**src/flash_cmd_regs.vh**
```
// Register map, field positions and codes of the flash command and status interface
// Notes on behaviour
// No-argument commands take a zero argument
// Plane erase argument is a page inside plane
// Sector erase argument is a page inside sector
// Multi-page erase low bits pick 4/8/16/32 pages
// Multi-page erase start page in argument bits 15:2
// Larger multi-page erases align start, zero low bits; the code clears only argument bits 1:0, for every page count
// Programming commands carry the target page number
// Lock commands carry page of lock region
// General bit commands select the bit number
// Act on command only with correct key
// Ready flag high when idle, low when busy
// Interrupt while ready and interrupt enable set
// Ready rises again only on operation completion
// Command error set on bad code/key, cleared
// Locked region error set on attempt, cleared
// Verify error set on fail, cleared on program/erase start
// Single ECC low half, sticky until read
// Multi ECC low half, sticky until read
// Single ECC high half, sticky until read
// Multi ECC high half, sticky until read
// Result register steps through multi-word results
// Ready interrupt enable gates the interrupt
// Accepted command clears ready in write cycle
`ifndef FLASH_CMD_REGS_VH
`define FLASH_CMD_REGS_VH

`define OFS_MODE 8'h00
`define OFS_COMMAND 8'h04
`define OFS_STATUS 8'h08
`define OFS_RESULT 8'h0C

`define MODE_RESET 32'h0400_0000
`define MODE_WMASK 32'h0501_0F01
`define MODE_READY_IEN 0
`define MODE_WS_LO 8
`define MODE_WS_HI 11
`define MODE_SEQ_DIS 16
`define MODE_ACC64 24
`define MODE_LOOP_EN 26

`define CMD_CODE_HI 7
`define CMD_ARG_LO 8
`define CMD_ARG_HI 23
`define CMD_KEY_LO 24
`define KEY_VALUE 8'h5A

`define ST_READY 0
`define ST_CMD_ERR 1
`define ST_LOCK_ERR 2
`define ST_VERIFY_ERR 3
`define ST_SINGLE_ECC_LO 16
`define ST_MULTI_ECC_LO 17
`define ST_SINGLE_ECC_HI 18
`define ST_MULTI_ECC_HI 19

`define CODE_WRITE_PAGE 8'h01
`define CODE_ERASE_PLANE 8'h06
`define CODE_ERASE_MULTI_PAGE 8'h07
`define CODE_ERASE_SECTOR 8'h11
`define CODE_WRITE_SIGNATURE 8'h12
`define CODE_ERASE_SIGNATURE 8'h13
`define CODE_LAST 8'h15

`endif

```
**src/flash_cmd_status_interface_dummy_guard.v**
```verilog
// Intentionally empty companion file holding no logic
`timescale 1ns/100ps
`default_nettype none
`default_nettype wire

```
**src/result_store.v**
```verilog
// Word store for multi-word command results, read back in order
`timescale 1ns/100ps
`default_nettype none
module result_store #(
    parameter WIDTH = 32,
    parameter DEPTH = 4,
    parameter AW = 2
) (
    // Clock and reset
    input wire clk,
    input wire rst_b,
    // Control
    input wire clear,
    input wire push,
    input wire [WIDTH-1:0] push_data,
    input wire pop,
    // Current word
    output wire [WIDTH-1:0] word
);
    reg [WIDTH-1:0] mem [0:DEPTH-1];
    reg [AW:0] wr_r;
    reg [AW:0] rd_r;

    // Past the last word the register reads as zero
    assign word = (rd_r < wr_r) ? mem[rd_r[AW-1:0]] : {WIDTH{1'b0}};

    always @(posedge clk) begin
        if (push && !clear && wr_r < DEPTH) begin
            mem[wr_r[AW-1:0]] <= push_data;
        end
    end

    always @(posedge clk or negedge rst_b) begin
        if (!rst_b) begin
            wr_r <= {(AW+1){1'b0}};
            rd_r <= {(AW+1){1'b0}};
        end else if (clear) begin
            wr_r <= {(AW+1){1'b0}};
            rd_r <= {(AW+1){1'b0}};
        end else begin
            if (push && wr_r < DEPTH) begin
                wr_r <= wr_r + 1'b1;
            end
            if (pop && rd_r < wr_r) begin
                rd_r <= rd_r + 1'b1;
            end
        end
    end
endmodule
`default_nettype wire

```
**src/flash_cmd_status_interface.v**
```verilog
// Command, status and result registers of the embedded flash controller
`include "flash_cmd_regs.vh"
`timescale 1ns/100ps
`default_nettype none
module flash_cmd_status_interface #(
    parameter RESULT_DEPTH = 4
) (
    // Clock and reset
    input wire clk,
    input wire rst_b,
    // Avalon-MM slave
    input wire [7:0] address,
    input wire read,
    input wire write,
    input wire [31:0] writedata,
    input wire [3:0] byteenable,
    output reg [31:0] readdata,
    output reg waitrequest,
    // Interrupt
    output reg ready_irq,
    // Flash array operation request
    output reg op_start,
    output reg [7:0] op_code,
    output reg [15:0] op_arg,
    output reg [15:0] op_page,
    output reg [5:0] op_page_count,
    // Flash array completion and results
    input wire op_done,
    input wire op_verify_fail,
    input wire op_lock_hit,
    input wire result_valid,
    input wire [31:0] result_value,
    // ECC events from read accesses
    input wire single_ecc_low_half,
    input wire multi_ecc_low_half,
    input wire single_ecc_high_half,
    input wire multi_ecc_high_half,
    // Mode fields towards the read path
    output wire [3:0] wait_states,
    output wire seq_opt_disable,
    output wire access_64bit,
    output wire loop_opt_enable
);
    reg [31:0] mode_r;
    reg ready_flag_r;
    reg command_error_flag_r;
    reg locked_region_error_flag_r;
    reg verify_error_flag_r;
    reg [3:0] ecc_r;
    reg [31:0] snap_r;

    reg ready_flag_nxt;
    reg command_error_flag_nxt;
    reg locked_region_error_flag_nxt;
    reg verify_error_flag_nxt;
    reg [3:0] ecc_nxt;
    reg [31:0] mode_nxt;

    wire [31:0] result_word;
    wire result_push;
    wire busy;
    wire [3:0] ecc_events;
    wire accept;
    wire wr_mode;
    wire wr_cmd;
    wire rd_status;
    wire rd_result;
    wire [7:0] command_code;
    wire [15:0] command_argument;
    wire [7:0] write_protect_key;
    wire key_ok;
    wire code_ok;
    wire cmd_go;
    wire [31:0] status_word;
    wire [15:0] launch_page;
    wire [5:0] launch_count;

    function [31:0] merge_bytes;
        input [31:0] old;
        input [31:0] new_val;
        input [3:0] be;
        integer i;
        begin
            merge_bytes = old;
            for (i = 0; i < 4; i = i + 1) begin
                if (be[i]) begin
                    merge_bytes[i*8 +: 8] = new_val[i*8 +: 8];
                end
            end
        end
    endfunction

    // Store pointer width follows the depth, so a deeper store stays consistent
    function integer addr_bits;
        input integer depth;
        integer n;
        begin
            addr_bits = 1;
            for (n = 2; n < depth; n = n * 2) begin
                addr_bits = addr_bits + 1;
            end
        end
    endfunction

    localparam RESULT_AW = addr_bits(RESULT_DEPTH);

    // Commands that program or erase the array
    function is_program_erase;
        input [7:0] code;
        begin
            is_program_erase = (code >= `CODE_WRITE_PAGE && code <= `CODE_ERASE_MULTI_PAGE)
                || code == `CODE_ERASE_SECTOR || code == `CODE_WRITE_SIGNATURE
                || code == `CODE_ERASE_SIGNATURE;
        end
    endfunction

    function [5:0] page_count;
        input [1:0] sel;
        begin
            case (sel)
                2'd0: page_count = 6'd4;
                2'd1: page_count = 6'd8;
                2'd2: page_count = 6'd16;
                default: page_count = 6'd32;
            endcase
        end
    endfunction

    // Read mux; the command register is write-only and reads as zero
    function [31:0] read_word;
        input [7:0] addr;
        input [31:0] mode;
        input [31:0] status;
        input [31:0] result;
        begin
            case (addr)
                `OFS_MODE: read_word = mode;
                `OFS_STATUS: read_word = status;
                `OFS_RESULT: read_word = result;
                default: read_word = 32'h0000_0000;
            endcase
        end
    endfunction

    // Requests take effect at the edge where waitrequest is seen low
    assign accept = (read || write) && !waitrequest;
    assign wr_mode = accept && write && address == `OFS_MODE;
    assign wr_cmd = accept && write && address == `OFS_COMMAND;
    assign rd_status = accept && read && address == `OFS_STATUS;
    assign rd_result = accept && read && address == `OFS_RESULT;

    assign command_code = writedata[`CMD_CODE_HI:0];
    assign command_argument = writedata[`CMD_ARG_HI:`CMD_ARG_LO];
    assign write_protect_key = writedata[31:`CMD_KEY_LO];
    // Partial writes count as bad keys, even when lane 3 carries the whole key
    assign key_ok = write_protect_key == `KEY_VALUE && byteenable == 4'hF;
    assign code_ok = command_code <= `CODE_LAST;
    // A command written while busy is dropped and flagged
    assign cmd_go = wr_cmd && key_ok && code_ok && ready_flag_r;

    // Event pulses from the read path, accepted in any cycle
    assign ecc_events = {multi_ecc_high_half, single_ecc_high_half,
                         multi_ecc_low_half, single_ecc_low_half};

    // Array events count only while an operation runs
    assign busy = !ready_flag_r;
    assign result_push = result_valid && busy;

    // Reserved status bits read as zero
    assign status_word = {12'h000, ecc_r, 12'h000, verify_error_flag_r,
                          locked_region_error_flag_r, command_error_flag_r, ready_flag_r};

    assign wait_states = mode_r[`MODE_WS_HI:`MODE_WS_LO];
    assign seq_opt_disable = mode_r[`MODE_SEQ_DIS];
    assign access_64bit = mode_r[`MODE_ACC64];
    assign loop_opt_enable = mode_r[`MODE_LOOP_EN];

    // Multi-page erase starts on a four-page boundary; other commands touch one page
    assign launch_page = (command_code == `CODE_ERASE_MULTI_PAGE)
        ? {command_argument[15:2], 2'b00} : command_argument;
    assign launch_count = (command_code == `CODE_ERASE_MULTI_PAGE)
        ? page_count(command_argument[1:0]) : 6'd1;

    // A launch empties the store before the new results arrive
    result_store #(
        .WIDTH(32),
        .DEPTH(RESULT_DEPTH),
        .AW(RESULT_AW)
    ) u_result (
        .clk(clk),
        .rst_b(rst_b),
        .clear(cmd_go),
        .push(result_push),
        .push_data(result_value),
        .pop(rd_result),
        .word(result_word)
    );

    always @* begin
        mode_nxt = mode_r;
        if (wr_mode) begin
            // Only the defined mode bits are stored, each per byte lane
            mode_nxt = (merge_bytes(mode_r, writedata, byteenable) & `MODE_WMASK)
                | (mode_r & ~`MODE_WMASK);
        end

        ready_flag_nxt = ready_flag_r;
        if (cmd_go) begin
            ready_flag_nxt = 1'b0;
        end else if (op_done && busy) begin
            ready_flag_nxt = 1'b1;
        end

        // Clears first, sets after, so a coincident event survives
        command_error_flag_nxt = command_error_flag_r;
        locked_region_error_flag_nxt = locked_region_error_flag_r;
        if (wr_cmd || (rd_status && snap_r[`ST_CMD_ERR])) begin
            command_error_flag_nxt = 1'b0;
        end
        if (wr_cmd || (rd_status && snap_r[`ST_LOCK_ERR])) begin
            locked_region_error_flag_nxt = 1'b0;
        end
        if (wr_cmd && !cmd_go) begin
            command_error_flag_nxt = 1'b1;
        end
        if (op_lock_hit && busy) begin
            locked_region_error_flag_nxt = 1'b1;
        end

        verify_error_flag_nxt = verify_error_flag_r;
        if (cmd_go && is_program_erase(command_code)) begin
            verify_error_flag_nxt = 1'b0;
        end
        if (op_done && op_verify_fail && busy) begin
            verify_error_flag_nxt = 1'b1;
        end

        // Only bits that were reported are cleared by the read
        ecc_nxt = ecc_r;
        if (rd_status) begin
            ecc_nxt = ecc_r & ~snap_r[`ST_MULTI_ECC_HI:`ST_SINGLE_ECC_LO];
        end
        ecc_nxt = ecc_nxt | ecc_events;
    end

    always @(posedge clk or negedge rst_b) begin
        if (!rst_b) begin
            mode_r <= `MODE_RESET;
            ready_flag_r <= 1'b1;
            command_error_flag_r <= 1'b0;
            locked_region_error_flag_r <= 1'b0;
            verify_error_flag_r <= 1'b0;
            ecc_r <= 4'h0;
            ready_irq <= 1'b0;
        end else begin
            mode_r <= mode_nxt;
            ready_flag_r <= ready_flag_nxt;
            command_error_flag_r <= command_error_flag_nxt;
            locked_region_error_flag_r <= locked_region_error_flag_nxt;
            verify_error_flag_r <= verify_error_flag_nxt;
            ecc_r <= ecc_nxt;
            // The enable follows a mode write at once, lane by lane
            ready_irq <= ready_flag_nxt && mode_nxt[`MODE_READY_IEN];
        end
    end

    // Command launch towards the array
    always @(posedge clk or negedge rst_b) begin
        if (!rst_b) begin
            op_start <= 1'b0;
            op_code <= 8'h00;
            op_arg <= 16'h0000;
            op_page <= 16'h0000;
            op_page_count <= 6'd0;
        end else begin
            op_start <= cmd_go;
            if (cmd_go) begin
                op_code <= command_code;
                // Argument is passed through: page, plane, sector, lock page or bit number
                op_arg <= command_argument;
                op_page <= launch_page;
                op_page_count <= launch_count;
            end
        end
    end

    // Bus slave: one wait cycle, data captured as waitrequest falls
    // Back-to-back requests cost two cycles each
    always @(posedge clk or negedge rst_b) begin
        if (!rst_b) begin
            waitrequest <= 1'b1;
            readdata <= 32'h0000_0000;
            snap_r <= 32'h0000_0000;
        end else if (!waitrequest) begin
            waitrequest <= 1'b1;
        end else if (read || write) begin
            waitrequest <= 1'b0;
            snap_r <= status_word;
            if (read) begin
                readdata <= read_word(address, mode_r, status_word, result_word);
            end
        end
    end
endmodule
`default_nettype wire

```
**config.mk**
```make
export PLATFORM = sky130hd
export DESIGN_NAME = flash_cmd_status_interface
export DESIGN_NICKNAME = d
export VERILOG_FILES = /design/src/flash_cmd_status_interface_dummy_guard.v /design/src/result_store.v /design/src/flash_cmd_status_interface.v
export VERILOG_INCLUDE_DIRS = /design/src
export SDC_FILE = /design/constraint.sdc
export NUM_CORES = 1
export LEC_CHECK = 0
export ABC_AREA = 1
export BUFFER_PORTS_ARGS = -buffer_cell sky130_fd_sc_hd__buf_2
export CORE_ASPECT_RATIO = 0.75
export CORE_UTILIZATION = 45
export CTS_CLUSTER_DIAMETER = 30
export DETAILED_ROUTE_END_ITERATION = 8
export PLACE_DENSITY = 0.77
export SLEW_MARGIN = 20
export SYNTH_ARGS = -nofsm -noshare
export SYNTH_HDL_FRONTEND = slang
export SYNTH_SLANG_ARGS = --single-unit
```
**constraint.sdc**
```tcl
create_clock -name clk -period 7.4 [get_ports clk]
set_input_delay 0.74 -clock clk [delete_from_list [all_inputs] [get_ports clk]]
set_output_delay 0.74 -clock clk [all_outputs]
set_load 0.1 [all_outputs]
```
==> summary.md, run 1 <==
| Metric | Value |
|---|---|
| Crit path cell chain | `buf_4 > inv_2 > nand2_1 > nand2_1 > nand3_1 > nor2_1 > nand3_1 > nand2_1 > nor2_1` |
| CP bufs+invs | `2` |
| Outcome | `finished, final reports clean` |
| Cell variety after synth | `32` |
| Clk root buf | `clkbuf_16` |
| Fin area | `11700 µm²` |
| Synth Area in XOR/XNOR | `0%` |
| CP startpoint kind | `register` |
| Final Wtd Congestion | `0.873` |
| Max IR drop VDD | `0.151 mV` |
| Synth Area in Simple Gates | `between 20% and 30%` |
| # resized after CTS | `0` |
| Hold Fails Final Rpt | `0` |
| Synth warn | `0` |
| Adder-Cell Fraction of Synth Area | `0.929%` |
| Avg Inst Size Synth | `slightly above 10 µm²` |
| DR WL/cell | `16.4 µm` |
| CP max stage delay | `0.84 ns` |
| First-pass GRT wire length | `35900 µm` |
| WL final | `23200 µm` |
| Crit end category | `register` |
| Hold-fix buffers at CTS | `0` |
| Setup violators final | `0` |
| Post-DP Area | `10400 µm²` |
| Psw | `0.683 mW` |
| Layout cells sized above 1 | `24.7%` |
| Drt pass-1 iters | `5` |
| Post-synthesis net count | `1028` |
| Rows | `45` |
| CP Depth | `9` |
| Worst slew pin tran | `1.05 ns` |
| Synth Area in Compound Gates | `under 10%` |
| Placed cells | `between 1000 and 1500` |
| Post-DP HPWL | `14700 µm` |
| Initial core utilization | `46.3%` |
| Routed Antenna Nets | `0` |
| Vias in the first global route | `6808` |
| Worst setup skew after layout | `0.0335 ns` |
| CP max FO | `67` |
| Fin util | `a little under three fifths` |
| MaxCap Viol Count | `0` |
| Final cell count without fillers | `1409` |
| Die H | `127 µm` |
| Vias per std cell | `5.08` |
| CTS sink cnt | `222` |
| Die X-Extent | `169 µm` |
| Layout Nets | `about 1200` |
| Area growth syn-to-layout | `24.0%` |
| CTS H-tree lvls | `2` |
| Worst slew margin | `a little under a third` |
| Worst Reg-to-Reg Cells | `9` |
| Post-synthesis mux area share | `less than 1%` |
| Internal power | `2.40 mW` |
| Crit path DAT | `3.68 ns` |
| Crit-path most repeated cell | `nand2_1` |
| Switching share of power | `22.1%` |
| Worst hold margin | `0.145 ns` |
| Required time worst endpoint | `approximately 8 ns` |
| Power, Total | `3.09 mW` |
| Full die area | `21500 µm²` |
| Worst Hold Class | `in2async` |
| Fin. max-slew vios | `0` |
| Largest net degree at the start of global routing | `71` |
| CTS tree | `yes` |
| Via count | `7157` |
| PortBufs | `about 170` |
| # DRC | `0` |
| GRT overflow | `0` |
| Initial antenna violation count | `1` |
| Crit Path Category | `reg2reg` |
| Gate power share | `~3.7%` |
| Synth Register Bits | `222` |
| Crit-path slowest cell | `inv_2` |
| Placeable Area | `20400 µm²` |
| Largest family of logic cells by synthesized area | `simple AND/OR/NAND/NOR gates` |
| Post-synthesis sequential area ratio | `65.8%` |
| Netlist Area Pre-Place | `9430 µm²` |
| Tot GR Track Use | `21.6%` |
| Sequential power share | `between 40% and 50%` |
| RSZ-0062 raised after global routing | `false` |
| I/O Pins | `176` |
| Clock network fraction of total power | `between 50 and 60%` |
| Setup TNS | `0 ns` |
| Diodes inserted | `0` |
| Crit path max-delay family | `simple AND/OR/NAND/NOR gates` |
| Achievable Freq | `0.303 GHz` |
| Reg clk slew, reported paths | `0.06 ns` |
| Maximum clock path buffer count | `3` |
| Most frequent cells in the layout | `nand2_1, buf_2, edfxtp_1, dfrtp_1, nand3_1` |
| Initial DRC Count | `694` |
| Leak pwr | `5.49 nW` |
| Place WS | `approximately 4.3 ns` |
| Tcrit/Tclk final | `between 40% and 50%` |
| PD cells | `roughly 260 nW/µm²` |
| Final min period | `about 3.3 ns` |
| Post-CTS setup buffers | `0` |
| Most common cell after layout, fill and taps aside | `nand2_1` |
| TritonCTS Buffers | `37` |
| Post-Synthesis Cells | `between 900 and 1000` |
| Final worst slack | `4.10 ns` |
| Clock latency on the worst-skew pair | `0.52 ns` |
[state kept, by name (all words and copies together) (netlist names)]
signal	count
command_error_flag_r	1
ecc_r	4
locked_region_error_flag_r	1
mode_r	8
op_arg	2
op_code	8
op_page	16
op_page_count	5
op_start	1
readdata	32
ready_flag_r	1
ready_irq	1
snap_r	6
u_result.mem	128
u_result.rd_r	3
u_result.wr_r	3
verify_error_flag_r	1
waitrequest	1
[Yosys cell counts]
cell        n  share of area, %
nor2_2      3              0.20
buf_6       1              0.12
nand2_4     2              0.24
ha_1        7              0.93
nand2_2     1             0.066
clkinv_2    2              0.11
inv_1      61               2.4
nand3_1    71               3.8
a21oi_1     6              0.32
dfstp_2     3              0.84
or2_2       3              0.20
o21ai_1    14              0.74
edfxtp_1  128                41
o21ai_0    53               2.8
nand4_1    29               1.9
inv_2       2             0.080
nand3_2     2              0.21
clkbuf_1   11              0.44
nand2_1   309                12
buf_2      23               1.2
nand3b_1    1             0.080
nor3_1      1             0.053
or2_1       2              0.13
nor2_4      5              0.60
a21oi_2     1             0.093
conb_1      1             0.040
dfrtp_1    91                24
mux2_2      3              0.36
buf_1       2             0.080
nor3_4      1              0.17
nor2_1     74               2.9
buf_4      20               1.6
[layout make-up]
type / count / area (µm²)
Clock buffer: 49 / 1050
Clock inverter: 19 / 158
Fill cell: 1707 / 8690
Inverter: 65 / 246
Multi-Input combinational cell: 589 / 2690
Sequential cell: 222 / 6200
Tap cell: 282 / 353
Timing Repair Buffer: 183 / 993
[per-layer routing]
metal	routed length [µm]	GRT usage, %	share of wire (%)
met5	0	0	0
met4	440	7.05	1.9
met2	10500	33.5	45
met3	1900	4.24	8.2
met1	10300	30.9	44
[power groups by stage]
| stage | combinational, mW | clock, mW | sequential (mW) |
|---|---|---|---|
| CTS | 0.115 | 1.66 | 1.33 |
| floorplan | 0.0439 | 0 | 1.36 |
| global placement | 0.111 | 0 | 1.35 |
| detailed placement | 0.115 | 0 | 1.35 |
| finish | 0.115 | 1.64 | 1.33 |
| global route | 0.128 | 1.72 | 1.33 |
[final timing paths]
path / slack, ns / endpoint / start
worst min-delay path: 0.14 / readdata[4] / rst_b
min in group clk: 0.43 / ecc_r[1] / multi_ecc_low_half
max in group asynchronous: 5.99 / u_result.rd_r[0] / rst_b
worst min register to register: 0.47 / op_code[6] / op_code[6]
worst max-delay path: 4.10 / u_result.rd_r[2] / u_result.rd_r[0]
worst max register to register: 4.10 / u_result.rd_r[2] / u_result.rd_r[0]
[worst register-to-register path: stages (launching register included)]
cell	delay [ns]
dfrtp_2	0.38
buf_4	0.33
inv_2	0.85
nand2_1	0.22
nand2_1	0.13
nand3_1	0.62
nor2_1	0.43
nand3_1	0.11
nand2_1	0.08
nor2_1	0.05
[kinds of logic after synthesis]
family	Yosys count
multiplexers	3
buffers and inverters	122
AO/OA/AOI/OAI	74
adder cells (fa/ha/maj)	7
other	1
flip-flops	222
AND/OR/NAND/NOR	504
Power figures use the tool's default switching activity.
==> inputs of run 2 (changes only) <==
--- a/config.mk
+++ b/config.mk
@@ -6,13 +6,13 @@
 export SDC_FILE = /design/constraint.sdc
 export NUM_CORES = 1
 export LEC_CHECK = 0
-export ABC_AREA = 1
+export ABC_AREA = 0
 export BUFFER_PORTS_ARGS = -buffer_cell sky130_fd_sc_hd__buf_2
 export CORE_ASPECT_RATIO = 0.75
 export CORE_UTILIZATION = 45
 export CTS_CLUSTER_DIAMETER = 30
 export DETAILED_ROUTE_END_ITERATION = 8
-export PLACE_DENSITY = 0.77
+export PLACE_DENSITY = 0.8
 export SLEW_MARGIN = 20
 export SYNTH_ARGS = -nofsm -noshare
 export SYNTH_HDL_FRONTEND = slang
==> constraint.sdc (replaced) <==
create_clock -name clk -period 2.9 [get_ports clk]
set_input_delay 0.29 -clock clk [delete_from_list [all_inputs] [get_ports clk]]
set_output_delay 0.29 -clock clk [all_outputs]
set_load 0.1 [all_outputs]
==> summary.md, run 2 <==
| Metric | Value |
|---|---|
| Fin area | `11200 µm²` |
| Largest family of logic cells by synthesized area | `multiplexers` |
| Diodes inserted | `0` |
| Synth top area share | `43.8%` |
| Fin. max-slew vios | `0` |
| CP startpoint kind | `register` |
| CTS tree | `yes` |
| CTS H-tree lvls | `2` |
| Worst slew margin | `46.7%` |
| Largest net degree at the start of global routing | `66` |
| Placeable Area | `18800 µm²` |
| CTS sink cnt | `222` |
| Sequential power share | `41.4%` |
| Synth Area in XOR/XNOR | `0.0998%` |
| Most frequent cell after synthesis | `edfxtp_1` |
| Psw | `1.63 mW` |
| Critical Path Source | `u_result.wr_r[2]` |
| Largest register FFs | `~130` |
| Hold-fix buffers at CTS | `7` |
| Number of synthesized flops with an enable pin | `128` |
| Leak pwr | `4.84 nW` |
| CP max FO | `20` |
| Cell variety after synth | `51` |
| Fin util | `59.9%` |
| Netlist Area Pre-Place | `between 8000 and 9000 µm²` |
| # DRC | `0` |
| Worst setup skew after layout | `0.0181 ns` |
| Vias in the first global route | `between 5000 and 6000` |
| GRT overflow | `0` |
| Vias per std cell | `5.35` |
| Rows | `43` |
| Crit path DAT | `2.40 ns` |
| Area leader, netlist | `edfxtp_1` |
| Tot GR Track Use | `between 15 and 20%` |
| Post-synthesis net count | `608` |
| Clock network fraction of total power | `about 55%` |
| Setup TNS | `0 ns` |
| Via count | `5251` |
| I/O Pins | `176` |
| Adder-Cell Fraction of Synth Area | `0.998%` |
| Clk root buf | `clkbuf_16` |
| CP max stage delay | `between 0.6 and 0.7 ns` |
| Full die area | `20100 µm²` |
| Initial DRC Count | `370` |
| Die X-Extent | `around 160 µm` |
| Drt pass-1 iters | `4` |
| First-pass GRT wire length | `approximately 30000 µm` |
| Tcrit/Tclk final | `77.2%` |
| Post-CTS setup buffers | `0` |
| Die H | `123 µm` |
| Post-DP Area | `9870 µm²` |
| Power, Total | `8.21 mW` |
| Achievable Freq | `0.447 GHz` |
| DR WL/cell | `20.1 µm` |
| Area growth syn-to-layout | `28.0%` |
| MaxCap Viol Count | `0` |
| Initial core utilization | `46.8%` |
| Synth warn | `0` |
| Outcome | `finished, final reports clean` |
| PD cells | `731 nW/µm²` |
| Hold Fails Final Rpt | `0` |
| TritonCTS Buffers | `35` |
| Most common cell after layout, fill and taps aside | `buf_2` |
| HP Start | `multi_ecc_high_half` |
| Switching share of power | `19.8%` |
| Synth top area cells | `edfxtp_1, dfrtp_1, mux4_2, mux2_2, a22o_1` |
| Crit-path slowest cell | `and2_2` |
| RR Startpoint | `u_result.wr_r[2]` |
| Crit end category | `register` |
| Main synth FF type | `edfxtp_1` |
| Internal power | `6.59 mW` |
| Asr flop ratio synth | `42.3%` |
| Crit Path Category | `reg2reg` |
| Initial antenna violation count | `0` |
| Worst slew pin tran | `0.799 ns` |
| Clock latency on the worst-skew pair | `0.48 ns` |
| Post-synthesis sequential area ratio | `70.6%` |
| Maximum clock path buffer count | `3` |
| Post-Synthesis Cells | `513` |
| Reg clk slew, reported paths | `0.05 ns` |
| Layout cells sized above 1 | `46.3%` |
| Max IR drop VDD | `0.451 mV` |
| Gate power share | `3.7%` |
| WL final | `approximately 20000 µm` |
| Final Wtd Congestion | `0.790` |
| Post-DP HPWL | `12900 µm` |
| PortBufs | `174` |
| Final min period | `2.24 ns` |
| Layout Nets | `804` |
| Crit path cell chain | `nor3b_1 > and2_2 > buf_4` |
| Avg Inst Size Synth | `17.1 µm²` |
| Synth Area in Simple Gates | `roughly 5.6%` |
| RSZ-0062 raised after global routing | `false` |
| Synth Register Bits | `222` |
| Post-synthesis mux area share | `approximately 14%` |
| Worst Hold Class | `in2reg` |
| Most frequent cells in the layout | `buf_2, edfxtp_1, dfrtp_1, mux2_2, clkbuf_16` |
| Setup violators final | `0` |
| Top post-synthesis cells by count | `edfxtp_1, dfrtp_1, mux2_2` |
| # resized after CTS | `0` |
| Required time worst endpoint | `3.06 ns` |
| Routed Antenna Nets | `0` |
| Synth Area in Compound Gates | `5.43%` |
-- run 2: final timing paths --
kind / endpoint / slack, ns / depth (start not counted)
max: u_result.mem[3][19] / 0.66 / 3
min: ecc_r[3] / 0.01 / 2
max reg2reg: u_result.mem[3][19] / 0.66 / 3
min reg2reg: readdata[21] / 0.50 / 1
max in group asynchronous: readdata[31] / 1.67 / 3
min in group asynchronous: op_page[12] / 0.45 / 2
-- run 2: power groups by stage --
stage	logic [mW]	registers (mW)	clock network, mW
after floorplan	0.121	3.47	0
after global placement	0.274	3.45	0
after detailed placement	0.290	3.45	0
after CTS	0.302	3.40	4.59
after global routing	0.327	3.40	4.74
final	0.300	3.40	4.52
-- run 2: cells by family after synthesis --
kind of cell               Yosys count
adders and majority gates            7
DFF                                222
and+or+nand+nor                     89
xor gates and xnor gates             1
other                                1
muxes                               76
AOI/OAI and AO/OA                   62
buffers and inverters               55
-- run 2: layout make-up --
cell class | instances | area [µm²]
fillers | 1365 | 7540
flip-flops and latches | 222 | 6200
multi-input cells | 236 | 2290
repair buffers | 199 | 1080
clock buffers | 45 | 1020
well taps | 247 | 309
clock inverters | 18 | 285
inverters | 15 | 56.3
-- run 2: layer usage --
layer  track usage (%)  wire length [µm]  vias to the layer above
met5                 0                 0                        -
met1              25.8              8230                     2715
met4              6.02               240                        0
met3              4.73              1110                       22
met2              33.2             10100                      155
li1                  -                 -                     2359
-- run 2: stage by stage --
| stage | cells | setup WS, ns | hold slack [ns] |
|---|---|---|---|
| 3_3_place_gp | 912 | 0.581 | 0.417 |
| 4_1_cts | 982 | 0.635 | 0.00326 |
| 2_1_floorplan | 513 | 0.681 | -0.00559 |
| 6_report | 982 | 0.662 | 0.0142 |
| 3_5_place_dp | 912 | 0.512 | 0.427 |
| 5_1_grt | 982 | 0.501 | 0.00718 |
-- run 2: critical path, delay by kind of cell (launching register included) --
| kind | cells | cell delay (ns) |
|---|---|---|
| flops | 1 | 0.39 |
| simple gates | 2 | 1.22 |
| buf+inv | 1 | 0.30 |
==> inputs of run 3 (changes only) <==
--- a/config.mk
+++ b/config.mk
@@ -12,7 +12,7 @@
 export CORE_UTILIZATION = 45
 export CTS_CLUSTER_DIAMETER = 30
 export DETAILED_ROUTE_END_ITERATION = 8
-export PLACE_DENSITY = 0.8
+export PLACE_DENSITY = 0.77
 export SLEW_MARGIN = 20
 export SYNTH_ARGS = -nofsm -noshare
 export SYNTH_HDL_FRONTEND = slang
==> constraint.sdc (replaced) <==
create_clock -name clk -period 2.3 [get_ports clk]
set_input_delay 0.23 -clock clk [delete_from_list [all_inputs] [get_ports clk]]
set_output_delay 0.23 -clock clk [all_outputs]
set_load 0.1 [all_outputs]
==> summary.md, run 3 (same netlist as run 2, synthesis figures left out) <==
| Metric | Value |
|---|---|
| Outcome | `finished, final reports clean` |
| CP startpoint kind | `input port` |
| Routed Antenna Nets | `0` |
| Leak pwr | `5.12 nW` |
| Number of cells on the worst hold path | `2` |
| CTS tree | `yes` |
| Worst setup skew after layout | `between 0.015 and 0.02 ns` |
| # DRC | `0` |
| Crit path DAT | `around 2.5 ns` |
| CTS sink cnt | `about 220` |
| Worst slew pin tran | `0.771 ns` |
| Crit end category | `register` |
| Clock network fraction of total power | `55.7%` |
| Layout cells sized above 1 | `43.4%` |
| Psw | `2.29 mW` |
| Via count | `5587` |
| Sequential power share | `39.9%` |
| Gate power share | `4.4%` |
| DR WL/cell | `roughly 20 µm` |
| Post-CTS setup buffers | `0` |
| Largest register FFs | `128` |
| Area taken by multi-input logic gates | `2290 µm²` |
| Layout Nets | `862` |
| Most common cell after layout, fill and taps aside | `buf_2` |
| Worst Reg-to-Reg Cells | `5` |
| Placeable Area | `18800 µm²` |
| TritonCTS Buffers | `40` |
| First-pass GRT wire length | `between 30000 and 40000 µm` |
| Reg clk slew, reported paths | `0.05 ns` |
| Most frequent cells in the layout | `buf_2, edfxtp_1, dfrtp_1, dlygate4sd3_1, clkbuf_16` |
| Place WS | `roughly 0.064 ns` |
| HP Start | `writedata[0]` |
| RSZ-0062 raised after global routing | `false` |
| MaxCap Viol Count | `0` |
| RR Startpoint | `waitrequest` |
| Final min period | `2.15 ns` |
| R2R Setup Slk | `0.30 ns` |
| CTS H-tree lvls | `2` |
| Tcrit/Tclk final | `93.5%` |
| Vias per std cell | `5.35` |
| Required time worst endpoint | `2.67 ns` |
| Max IR drop VDD | `0.421 mV` |
| Crit Reg-Reg Endpoint | `readdata[26]` |
| Rows | `43` |
| Drt pass-1 iters | `5` |
| Initial core utilization | `~47%` |
| GRT overflow | `0` |
| Switching share of power | `a little over a fifth` |
| Worst Hold End | `op_code[0]` |
| Filler instances | `1299` |
| Achievable Freq | `0.465 GHz` |
| PD cells | `roughly 900 nW/µm²` |
| CP max FO | `31` |
| Worst Hold Class | `in2reg` |
| Die H | `123 µm` |
| Final Wtd Congestion | `0.791` |
| Hold Fails Final Rpt | `0` |
| I/O Pins | `176` |
| Clock latency on the worst-skew pair | `a little over 0.5 ns` |
| Largest net degree at the start of global routing | `56` |
| Setup violators final | `0` |
| Area growth syn-to-layout | `36.1%` |
| Final worst slack | `between 0.15 and 0.2 ns` |
| Initial antenna violation count | `0` |
| Maximum clock path buffer count | `3` |
| Setup TNS | `0 ns` |
| Clk root buf | `clkbuf_16` |
| Die X-Extent | `163 µm` |
| Initial DRC Count | `350` |
| Register area | `6200 µm²` |
| Internal power | `about 8.4 mW` |
| PortBufs | `174` |
| Crit Path Category | `in2reg` |
| WL final | `20400 µm` |
| Fin. max-slew vios | `0` |
| Vias in the first global route | `5901` |
| Tot GR Track Use | `approximately a fifth` |
| Worst slew margin | `between 40% and 50%` |
| Diodes inserted | `0` |
| Full die area | `about 20000 µm²` |
| Post-DP HPWL | `12700 µm` |
## run 3: cell count changes in the layout (fill, tap and decap cells not counted), moves of 3 or more
cell / previous run / this run
buf_4: 19 / 11
clkbuf_8: 4 / 1
inv_6: 0 / 7
dlygate4sd3_1: 7 / 60
clkbuf_16: 38 / 42
buf_12: 0 / 8
## run 3: power by group through the flow
stage	clock network [mW]	registers, mW	logic [mW]
after global routing	6.25	4.28	0.510
after global placement	0	4.35	0.363
after detailed placement	0	4.35	0.384
after CTS	6.06	4.28	0.470
final	5.97	4.28	0.470
after floorplan	0	4.38	0.152
## run 3: layout make-up
class	instances	area share (%)
clock inverter	24	2.51
timing repair buffer	252	14.3
multi-input combinational	236	19.2
tap	247	2.59
clock buffer	48	9.07
inverter	15	0.471
sequential	222	51.9
## run 3: metrics by stage
| stage | hold WS, ns | std cells | total power, mW | cell area [µm²] | util [%] |
|---|---|---|---|---|---|
| final | 0.0291 | 1044 | 10.7 | 12000 | 63.6 |
| after global routing | 0.0241 | 1044 | 11.0 | 12000 | 63.6 |
| after CTS | 0.00711 | 1044 | 10.8 | 12000 | 63.6 |
| after detailed placement | 0.353 | 912 | 4.73 | 9970 | 53.1 |
| after global placement | 0.337 | 912 | 4.71 | 9970 | 53.1 |
| after floorplan | -0.0656 | 513 | 4.53 | 8780 | - |
## run 3: what timing repair did
item,4_1_cts,5_1_grt
resized for setup,0,0
endpoints found under the hold margin,208,0
hold buffers,60,0
## run 3: routing by layer
metal	GRT usage, %	vias up	share of wire [%]	wire length [µm]
li1	-	2478	-	-
met5	0	-	0	0
met3	4.76	60	6.1	1240
met2	33.7	211	50	10300
met4	8.59	0	2.8	577
met1	26.9	2838	41	8320
## run 3: worst max-delay path by stage
stage | start | to | slack, ns
floorplan | address[5] | u_result.rd_r[2] | 0.14
CTS | writedata[26] | op_page[9] | 0.21
global placement | address[5] | u_result.rd_r[2] | 0.10
global route | writedata[26] | op_page[11] | 0.06
finish | writedata[26] | op_page[11] | 0.15
detailed placement | address[5] | readdata[10] | 0.06
## run 3: critical path: stages
cell and delay, ns:
dlygate4sd3_1 0.53, buf_2 0.13, nor4bb_1 0.33, o2111ai_1 0.31, nor3_2 0.36, buf_12 0.26
mux2_2 0.36
